<file path="src/verilog/arc_pkg.sv">
// Constants for the converter result and control block.
// Assumes one 20 MHz clock and an 8-bit register port with 3 address bits.
// What this block does
// - With format select 0 the high result register takes result bits 9..2.
// - With format select 0 the low register takes bits 1..0 in 7..6.
// - With format select 1 the high register takes bits 9..8 in 1..0.
// - With format select 1 the low register takes result bits 7..0.
// - Both result registers are read/write and survive every reset.
// - Software sets the status bit to start; hardware clears it when done.
// - A 5-bit channel field picks the input; 01100..11100 connect nothing.
package arc_pkg;
  localparam int ADDR_W = 3;
  localparam int DATA_W = 8;
  localparam int RES_W = 10;
  localparam int CHS_W = 5;
  localparam int TADSEL_W = 3;
  localparam int DIV_W = 7;

  // Register offsets
  localparam logic [2:0] OFF_CTRL0 = 3'h0;
  localparam logic [2:0] OFF_CTRL1 = 3'h1;
  localparam logic [2:0] OFF_RES_HI = 3'h2;
  localparam logic [2:0] OFF_RES_LO = 3'h3;
  localparam logic [2:0] OFF_IRQ_STAT = 3'h4;
  localparam logic [2:0] OFF_IRQ_MASK = 3'h5;

  // Field positions
  localparam int C0_ENABLE_BIT = 0;
  localparam int C0_GO_BIT = 1;
  localparam int C0_CHS_LSB = 2;
  localparam int C1_PREF_LSB = 0;
  localparam int C1_NREF_BIT = 2;
  localparam int C1_CLK_LSB = 4;
  localparam int C1_FMT_BIT = 7;
  localparam int IRQ_DONE_BIT = 0;

  // Reset values and channel decode limits
  localparam logic [7:0] CTRL_RST = 8'h00;
  localparam logic [4:0] CHS_RSV_LO = 5'h0C;
  localparam logic [4:0] CHS_RSV_HI = 5'h1C;
  localparam logic [9:0] SAR_FIRST_TRIAL = 10'h200;
  localparam logic [3:0] SAR_TOP_BIT = 4'h9;

  // System clocks per conversion step for each clock select code
  localparam logic [6:0] TAD_DIV_FRC = 7'h28;
  function automatic logic [6:0] tad_div(input logic [2:0] sel);
    unique case (sel)
      3'h0: tad_div = 7'h02;
      3'h1: tad_div = 7'h08;
      3'h2: tad_div = 7'h20;
      3'h4: tad_div = 7'h04;
      3'h5: tad_div = 7'h10;
      3'h6: tad_div = 7'h40;
      default: tad_div = TAD_DIV_FRC;
    endcase
  endfunction

  typedef enum logic [1:0] {
    ARC_IDLE = 2'b00,
    ARC_SAMPLE = 2'b01,
    ARC_CONVERT = 2'b10
  } arc_state_t;
endpackage

</file>
<file path="src/verilog/arc_sar_if.sv">
// Carrier between the register front and the approximation sequencer.
// Assumes both ends run on the same clock.
`timescale 1ns/1ps
interface arc_sar_if;
  logic start;
  logic abort;
  logic [2:0] tad_sel;
  logic cmp;
  logic busy;
  logic done;
  logic [9:0] result;
  logic [9:0] trial;
  modport ctl (output start, abort, tad_sel, cmp,
               input busy, done, result, trial);
  modport sar (input start, abort, tad_sel, cmp,
               output busy, done, result, trial);
endinterface

</file>
<file path="src/verilog/arc_ctrl.sv">
// Converter control top: registers, result placement and done interrupt.
// Assumes a register port with single-cycle strobes and read data one
// cycle after the read strobe; the analog comparator is synchronous.
//
// Implementation choices: the register offsets and strobed register access.
`timescale 1ns/1ps
module arc_ctrl (
  input wire logic i_clk,
  input wire logic i_rst_b,
  input wire logic [2:0] i_addr,
  input wire logic [7:0] i_wdata,
  input wire logic i_wr,
  input wire logic i_rd,
  output logic [7:0] o_rdata,
  input wire logic i_cmp,
  output logic [9:0] o_trial,
  output logic [4:0] o_channel_select,
  output logic o_channel_valid,
  output logic o_converter_enable,
  output logic o_sampling,
  output logic o_negative_ref_select,
  output logic [1:0] o_positive_ref_select,
  output logic o_irq
);

  // Address match for a given register offset
  function automatic logic hit(input logic [2:0] a,
                               input logic [2:0] off);
    hit = (a == off);
  endfunction

  // A channel code is wired to an input outside the reserved span
  function automatic logic chan_connected(input logic [4:0] c);
    chan_connected = (c < arc_pkg::CHS_RSV_LO) ||
                     (c > arc_pkg::CHS_RSV_HI);
  endfunction

  arc_sar_if sar_bus ();

  // Control register zero fields
  logic converter_enable_q;
  logic go_q;
  logic [4:0] channel_select_q;
  logic channel_valid_q;

  // Control register one fields
  logic format_select_q;
  logic [2:0] conversion_clock_select_q;
  logic negative_ref_select_q;
  logic [1:0] positive_ref_select_q;

  // Result registers, no reset on purpose
  logic [7:0] result_high_reg_q;
  logic [7:0] result_low_reg_q;

  // Interrupt state
  logic conversion_done_flag_q;
  logic conversion_done_flag_d;
  logic irq_mask_q;
  logic irq_q;

  // Read path
  logic [7:0] rdata_q;
  logic [7:0] rdata_d;

  // Decoded strobes
  logic wr_ctrl0;
  logic wr_ctrl1;
  logic wr_res_hi;
  logic wr_res_lo;
  logic wr_mask;
  logic rd_stat;
  logic new_enable;
  logic new_go;

  assign wr_ctrl0 = i_wr && hit(i_addr, arc_pkg::OFF_CTRL0);
  assign wr_ctrl1 = i_wr && hit(i_addr, arc_pkg::OFF_CTRL1);
  assign wr_res_hi = i_wr && hit(i_addr, arc_pkg::OFF_RES_HI);
  assign wr_res_lo = i_wr && hit(i_addr, arc_pkg::OFF_RES_LO);
  assign wr_mask = i_wr && hit(i_addr, arc_pkg::OFF_IRQ_MASK);
  assign rd_stat = i_rd && hit(i_addr, arc_pkg::OFF_IRQ_STAT);

  assign new_enable = i_wdata[arc_pkg::C0_ENABLE_BIT];
  assign new_go = i_wdata[arc_pkg::C0_GO_BIT];

  // Start only from idle with the converter enabled
  assign sar_bus.start = wr_ctrl0 && new_go && new_enable &&
                         !go_q && !sar_bus.busy;

  // Clearing the status bit or the enable stops a conversion early
  assign sar_bus.abort = wr_ctrl0 && go_q && (!new_go || !new_enable);

  assign sar_bus.tad_sel = conversion_clock_select_q;
  assign sar_bus.cmp = i_cmp;

  // Enable and channel fields of control register zero
  always_ff @(posedge i_clk or negedge i_rst_b)
    if (!i_rst_b)
    begin
      converter_enable_q <= arc_pkg::CTRL_RST[arc_pkg::C0_ENABLE_BIT];
      channel_select_q <= arc_pkg::CTRL_RST[6:2];
      channel_valid_q <= 1'b1;
    end
    else if (wr_ctrl0)
    begin
      converter_enable_q <= new_enable;
      channel_select_q <= i_wdata[arc_pkg::C0_CHS_LSB +: 5];
      channel_valid_q <=
        chan_connected(i_wdata[arc_pkg::C0_CHS_LSB +: 5]);
    end

  // Conversion status: set by software, cleared by hardware at the end
  always_ff @(posedge i_clk or negedge i_rst_b)
    if (!i_rst_b)
      go_q <= arc_pkg::CTRL_RST[arc_pkg::C0_GO_BIT];
    else if (wr_ctrl0)
      // A go write landing on the done edge must not leave go stuck high
      go_q <= new_go && new_enable && !sar_bus.done;
    else if (sar_bus.done)
      go_q <= 1'b0;

  // Control register one fields
  always_ff @(posedge i_clk or negedge i_rst_b)
    if (!i_rst_b)
    begin
      format_select_q <= arc_pkg::CTRL_RST[arc_pkg::C1_FMT_BIT];
      conversion_clock_select_q <= arc_pkg::CTRL_RST[6:4];
      negative_ref_select_q <= arc_pkg::CTRL_RST[arc_pkg::C1_NREF_BIT];
      positive_ref_select_q <= arc_pkg::CTRL_RST[1:0];
    end
    else if (wr_ctrl1)
    begin
      format_select_q <= i_wdata[arc_pkg::C1_FMT_BIT];
      conversion_clock_select_q <= i_wdata[arc_pkg::C1_CLK_LSB +: 3];
      negative_ref_select_q <= i_wdata[arc_pkg::C1_NREF_BIT];
      positive_ref_select_q <= i_wdata[arc_pkg::C1_PREF_LSB +: 2];
    end

  // High result register: conversion end wins over a software write
  always_ff @(posedge i_clk)
    if (sar_bus.done)
    begin
      if (format_select_q)
        result_high_reg_q <= {6'h00, sar_bus.result[9:8]};
      else
        result_high_reg_q <= sar_bus.result[9:2];
    end
    else if (wr_res_hi)
      result_high_reg_q <= i_wdata;

  // Low result register, loaded in the same cycle as the high one
  always_ff @(posedge i_clk)
    if (sar_bus.done)
    begin
      if (format_select_q)
        result_low_reg_q <= sar_bus.result[7:0];
      else
        result_low_reg_q <= {sar_bus.result[1:0], 6'h00};
    end
    else if (wr_res_lo)
      result_low_reg_q <= i_wdata;

  // Done flag: a new completion beats the read that clears it
  always_comb
  begin
    conversion_done_flag_d = conversion_done_flag_q;
    if (rd_stat)
      conversion_done_flag_d = 1'b0;
    if (sar_bus.done)
      conversion_done_flag_d = 1'b1;
  end

  always_ff @(posedge i_clk or negedge i_rst_b)
    if (!i_rst_b)
      conversion_done_flag_q <= 1'b0;
    else
      conversion_done_flag_q <= conversion_done_flag_d;

  // Interrupt mask
  always_ff @(posedge i_clk or negedge i_rst_b)
    if (!i_rst_b)
      irq_mask_q <= 1'b0;
    else if (wr_mask)
      irq_mask_q <= i_wdata[arc_pkg::IRQ_DONE_BIT];

  // Level interrupt from the next flag and mask values
  always_ff @(posedge i_clk or negedge i_rst_b)
    if (!i_rst_b)
      irq_q <= 1'b0;
    else
      irq_q <= conversion_done_flag_d &&
               (wr_mask ? i_wdata[arc_pkg::IRQ_DONE_BIT] : irq_mask_q);

  // Read multiplexer; unmapped offsets and unused bits read zero
  always_comb
  begin
    rdata_d = 8'h00;
    unique case (i_addr)
      arc_pkg::OFF_CTRL0:
      begin
        rdata_d[arc_pkg::C0_ENABLE_BIT] = converter_enable_q;
        rdata_d[arc_pkg::C0_GO_BIT] = go_q;
        rdata_d[arc_pkg::C0_CHS_LSB +: 5] = channel_select_q;
      end
      arc_pkg::OFF_CTRL1:
      begin
        rdata_d[arc_pkg::C1_FMT_BIT] = format_select_q;
        rdata_d[arc_pkg::C1_CLK_LSB +: 3] = conversion_clock_select_q;
        rdata_d[arc_pkg::C1_NREF_BIT] = negative_ref_select_q;
        rdata_d[arc_pkg::C1_PREF_LSB +: 2] = positive_ref_select_q;
      end
      arc_pkg::OFF_RES_HI:
        rdata_d = result_high_reg_q;
      arc_pkg::OFF_RES_LO:
        rdata_d = result_low_reg_q;
      arc_pkg::OFF_IRQ_STAT:
        rdata_d[arc_pkg::IRQ_DONE_BIT] = conversion_done_flag_q;
      arc_pkg::OFF_IRQ_MASK:
        rdata_d[arc_pkg::IRQ_DONE_BIT] = irq_mask_q;
      default:
        rdata_d = 8'h00;
    endcase
  end

  // Read data stand only in the cycle after the read strobe
  always_ff @(posedge i_clk or negedge i_rst_b)
    if (!i_rst_b)
      rdata_q <= 8'h00;
    else if (i_rd)
      rdata_q <= rdata_d;
    else
      rdata_q <= 8'h00;

  arc_sar u_sar (
    .i_clk(i_clk),
    .i_rst_b(i_rst_b),
    .s(sar_bus.sar)
  );

  // Outputs, each from a register
  assign o_rdata = rdata_q;
  assign o_trial = sar_bus.trial;
  assign o_channel_select = channel_select_q;
  assign o_channel_valid = channel_valid_q;
  assign o_converter_enable = converter_enable_q;
  assign o_sampling = go_q;
  assign o_negative_ref_select = negative_ref_select_q;
  assign o_positive_ref_select = positive_ref_select_q;
  assign o_irq = irq_q;
endmodule

</file>
<file path="src/verilog/arc_sar.sv">
// Successive approximation sequencer: one sample step, then ten bit steps.
// Assumes the comparator input says analog input is at or above the trial.
`timescale 1ns/1ps
module arc_sar (
  input wire logic i_clk,
  input wire logic i_rst_b,
  arc_sar_if.sar s
);
  arc_pkg::arc_state_t state_q;
  logic [6:0] div_q;
  logic tad;
  logic [3:0] idx_q;

  // Step enable from the selected clock divider
  assign tad = (div_q == arc_pkg::tad_div(s.tad_sel) - 7'h01);

  // Divider restarts with every conversion
  always_ff @(posedge i_clk or negedge i_rst_b)
    if (!i_rst_b)
      div_q <= 7'h00;
    else if (s.start || tad || state_q == arc_pkg::ARC_IDLE)
      div_q <= 7'h00;
    else
      div_q <= div_q + 7'h01;

  // Sequencer: sample, then decide one bit per step from the top
  always_ff @(posedge i_clk or negedge i_rst_b)
    if (!i_rst_b)
    begin
      state_q <= arc_pkg::ARC_IDLE;
      idx_q <= 4'h0;
      s.trial <= 10'h000;
      s.result <= 10'h000;
      s.done <= 1'b0;
    end
    else
    begin
      s.done <= 1'b0;
      if (s.abort)
        state_q <= arc_pkg::ARC_IDLE;
      else
        unique case (state_q)
          arc_pkg::ARC_IDLE:
            if (s.start)
              state_q <= arc_pkg::ARC_SAMPLE;
          arc_pkg::ARC_SAMPLE:
            if (tad)
            begin
              state_q <= arc_pkg::ARC_CONVERT;
              s.trial <= arc_pkg::SAR_FIRST_TRIAL;
              idx_q <= arc_pkg::SAR_TOP_BIT;
            end
          arc_pkg::ARC_CONVERT:
            if (tad)
            begin
              if (idx_q == 4'h0)
              begin
                s.result <= {s.trial[9:1], s.cmp};
                s.done <= 1'b1;
                state_q <= arc_pkg::ARC_IDLE;
              end
              else
              begin
                s.trial[idx_q] <= s.cmp;
                s.trial[idx_q - 4'h1] <= 1'b1;
                idx_q <= idx_q - 4'h1;
              end
            end
          default:
            state_q <= arc_pkg::ARC_IDLE;
        endcase
    end

  assign s.busy = (state_q != arc_pkg::ARC_IDLE);
endmodule

</file>
<file path="config.mk">
export PLATFORM = sky130hd
export DESIGN_NAME = arc_ctrl
export DESIGN_NICKNAME = d
export VERILOG_FILES = /design/src/verilog/arc_pkg.sv /design/src/verilog/arc_sar_if.sv /design/src/verilog/arc_ctrl.sv /design/src/verilog/arc_sar.sv
export SDC_FILE = /design/constraint.sdc
export NUM_CORES = 1
export LEC_CHECK = 0
export BUFFER_PORTS_ARGS = -buffer_cell sky130_fd_sc_hd__buf_2
export CAP_MARGIN = 20
export CORE_MARGIN = 5
export CORE_UTILIZATION = 46
export CTS_BUF_LIST = sky130_fd_sc_hd__clkbuf_16
export DETAILED_ROUTE_END_ITERATION = 8
export HOLD_SLACK_MARGIN = 0.02
export PLACE_DENSITY = 0.76
export SYNTH_ARGS = -nofsm -noshare
export SYNTH_HDL_FRONTEND = slang
export SYNTH_HIERARCHICAL = 1
export SYNTH_SLANG_ARGS = --single-unit
</file>
<file path="constraint.sdc">
create_clock -name i_clk -period 2.8 [get_ports i_clk]
set_input_delay 0.28 -clock i_clk [delete_from_list [all_inputs] [get_ports i_clk]]
set_output_delay 0.28 -clock i_clk [all_outputs]
set_load 0.005 [all_outputs]
</file>
==> out/results.tsv <==
stage	metric	value	unit
setup_path	worstPathMaxFanout	10	
synthesis	synthArstFlopShare	78.95	%
setup_path	path_class	register to register	
synthesis	yosysWarnings	6	
finish	instances_no_fill	555	
sta	max_slew_margin	50.98	%
status	status	finished, final reports clean	
synthesis	ys_seq_elements	76	
power_and_ir_drop	power.leakage	2.177	nW
die	die-area	10710	um^2
die	fp.coreArea	8636	um^2
finish	finalNetCount	464	
job	drv_cap	0	
drt	drc	0	
grt	antenna_found_initial	0	
synthesis	syn-num-nets	417	
power_and_ir_drop	powerDensity	848.6	nW/um^2
die	die_h	103.5	um
clocking	htreeDepth	3	
sta	hold_viol_final	0	
synthesis	synth_edf_count	16	
power_and_ir_drop	swShare	35.50	%
grt	grt_overflow	0	
power_and_ir_drop	power.switching	1.417	mW
power_and_ir_drop	seq_power_share	38.8	%
drt	drt_iter0_drc	138	
worst_hold_path	min-delay-path-class	primary input to register	
synthesis	yosysSeqAreaShare	49.33	%
sta	rsz0062_at_grt	no	
sta	finClkSkew	5.373	ps
sta	finalCriticalPeriod	2657	ps
drt	routed_wl	9275	um
finish	drive_gt1_share	23.71	%
synthesis	synth.distinct_cells	61	
finish	synthToLayoutAreaGrowth	17.02	%
drt	wl_per_cell	16.71	um
setup_path	critPathArrivalTime	2870	ps
setup_path	startpoint_type	register	
power_and_ir_drop	pwr-share-comb	32.0	%
synthesis	postSynthAreaPerCell	10.18	um^2
drt	viasPerCell	5.668	
power_and_ir_drop	vdd_drop_max	0.4728	mV
setup_path	cp.required	3010	ps
synthesis	synthCells	395	
placed_design	post-dp-hpwl	6657	um
power_and_ir_drop	p_clk_share	29.2	%
synthesis	synth_area_leaders	dfrtp_1, edfxtp_1, mux2_2, nor2_1, nand2_1	
clocking	cts_buffer_depth	2	
clocking	path_clk_slew	60	ps
finish	final_design_area_no_fill	4705	um^2
sta	min_period_over_period	94.90	%
synthesis	ys.flop_type	dfrtp_1	
clocking	clk_root_buffer_cell	clkbuf_16	
finish	final_common_cell	dfrtp_1	
synthesis	synth_top_cell_by_area	dfrtp_1	
finish	nFillCells	745	
synthesis	syn_area	4020	um^2
finish	mostFrequentLayoutCells	dfrtp_1, nor2_1, buf_2	
die	ios	46	
placed_design	dp_cells	537	
sta	finalMaxSlewViolations	0	
drt	ant_nets	0	
placed_design	port_buffers	45	
clocking	cts.sinks	76	
power_and_ir_drop	finalPower	3.992	mW
grt	grt_pass1_wl	15010	um
die	rows	34	
die	die_width	103.5	um
sta	fin_ws	142.9	ps
die	initial_utilization	46.55	%
sta	fmax	376.4	MHz
finish	diodes	0	
drt	vias	3146	
grt	gr-usage-all-layers	18.19	%
grt	grt_max_degree	37	
drt	dr.pass1.iters	5	
clocking	cts_tree	built	
placed_design	dpl-instance-area	4359	um^2
sta	holdWs	205.2	ps
clocking	clk_latency	330	ps
placed_design	routabilityCongestion	0.8586	
clocking	cts_made_buffers	9	
setup_path	endpoint_kind	register	
sta	tightest_slew	733.8	ps
grt	grt_pass1_vias	3019	
power_and_ir_drop	p_int	2.575	mW
placed_design	preCtsSetupSlack	-11.06	ps
synthesis	synth_top_area_share	36.73	%
sta	setup_violations	0	
==> layer usage <==
metal	track usage (%)	up-vias	wire length [um]
li1	-	1514	-
met1	23.92	1507	3938
met2	29.71	111	4588
met3	4.896	14	628
met4	5.080	0	119
met5	0	-	0
==> stage by stage <==
step | utilization, % | setup TNS, ps
3_5_place_dp | 50.48 | -61.96
4_1_cts | 54.07 | 0
5_1_grt | 54.48 | 0
6_report | 54.48 | 0
3_3_place_gp | 50.48 | 0
2_1_floorplan | - | 0
==> power groups by stage <==
stage,clock network [mW],registers (mW),logic [mW]
floorplan,0,1.51,0.887
global placement,0,1.55,1.21
detailed placement,0,1.57,1.24
CTS,1.19,1.55,1.25
global route,1.22,1.58,1.42
finish,1.16,1.55,1.28
==> worst paths after layout <==
check,startpoint,endpoint,slack (ps),cells past startpoint
max,conversion_clock_select_q[1],u_sar/s.result[2],140,8
min,i_rd,o_rdata[0],210,2
max reg2reg,conversion_clock_select_q[1],u_sar/s.result[2],140,8
min reg2reg,u_sar/div_q[0],u_sar/div_q[0],480,1
max in group asynchronous,i_rst_b,u_sar/s.trial[8],1450,3
min in group asynchronous,i_rst_b,o_irq,480,2
==> area by class of cell <==
type | count | area (um^2) | area share [%]
tap | 108 | 135.1 | 2.872
inverter | 12 | 45.04 | 0.9574
sequential | 76 | 1983 | 42.15
clock inverter | 7 | 75.07 | 1.596
timing repair buffer | 57 | 330.3 | 7.021
clock buffer | 9 | 225.2 | 4.787
multi-input combinational | 286 | 1911 | 40.61
==> cells by family (layout without fill, tap and decap cells) <==
group           Yosys count  in the layout  share of synthesized area, %
xor+xnor                  8              8                         1.930
mux                      37             37                         10.49
flops                    76             76                         49.33
buf+inv                  33             85                         3.517
simple gates            149            149                         18.15
compound gates           86             86                         14.72
fa+ha+maj                 6              6                         1.867
==> worst max-delay path, stage by stage (launching register included) <==
cell,delay [ps]
dfrtp_1,370
or3_1,390
ha_1,270
xor2_2,260
mux2i_2,320
a211oi_1,180
nor3_4,250
buf_12,160
mux2_2,340
==> state kept, by name, indices dropped and copies added (netlist names), 3 cells and up <==
register and count:
u_sar/s.result 10, o_rdata 8, u_sar/idx_q 4, conversion_clock_select_q 3, u_sar/div_q 7, u_sar/s.trial 10
result_low_reg_q 8, result_high_reg_q 8, o_channel_select 5
==> repair_timing <==
item                                    CTS  global route
buffers inserted                          0             1
endpoints found under the setup margin    9            11
hold buffers                              1             0
gates cloned                              0             0
resized for setup                         0             3
pin swaps                                 1             1
hold endpoints to repair                 23             0
==> synthesized netlist by cell type, types with 5 or more instances <==
| cell type | count |
|---|---|
| and3_1 | 5 |
| a21oi_1 | 21 |
| edfxtp_1 | 16 |
| nand2b_1 | 6 |
| nor2_1 | 46 |
| a21o_1 | 9 |
| clkbuf_1 | 12 |
| mux2i_1 | 14 |
| nand2_1 | 41 |
| nand3_1 | 13 |
| inv_1 | 11 |
| nor3_1 | 6 |
| ha_1 | 6 |
| dfrtp_1 | 59 |
| nor2b_1 | 11 |
| o21ai_0 | 14 |
| buf_2 | 8 |
| mux2_2 | 19 |
No activity file was read; power rests on OpenSTA's default activity.
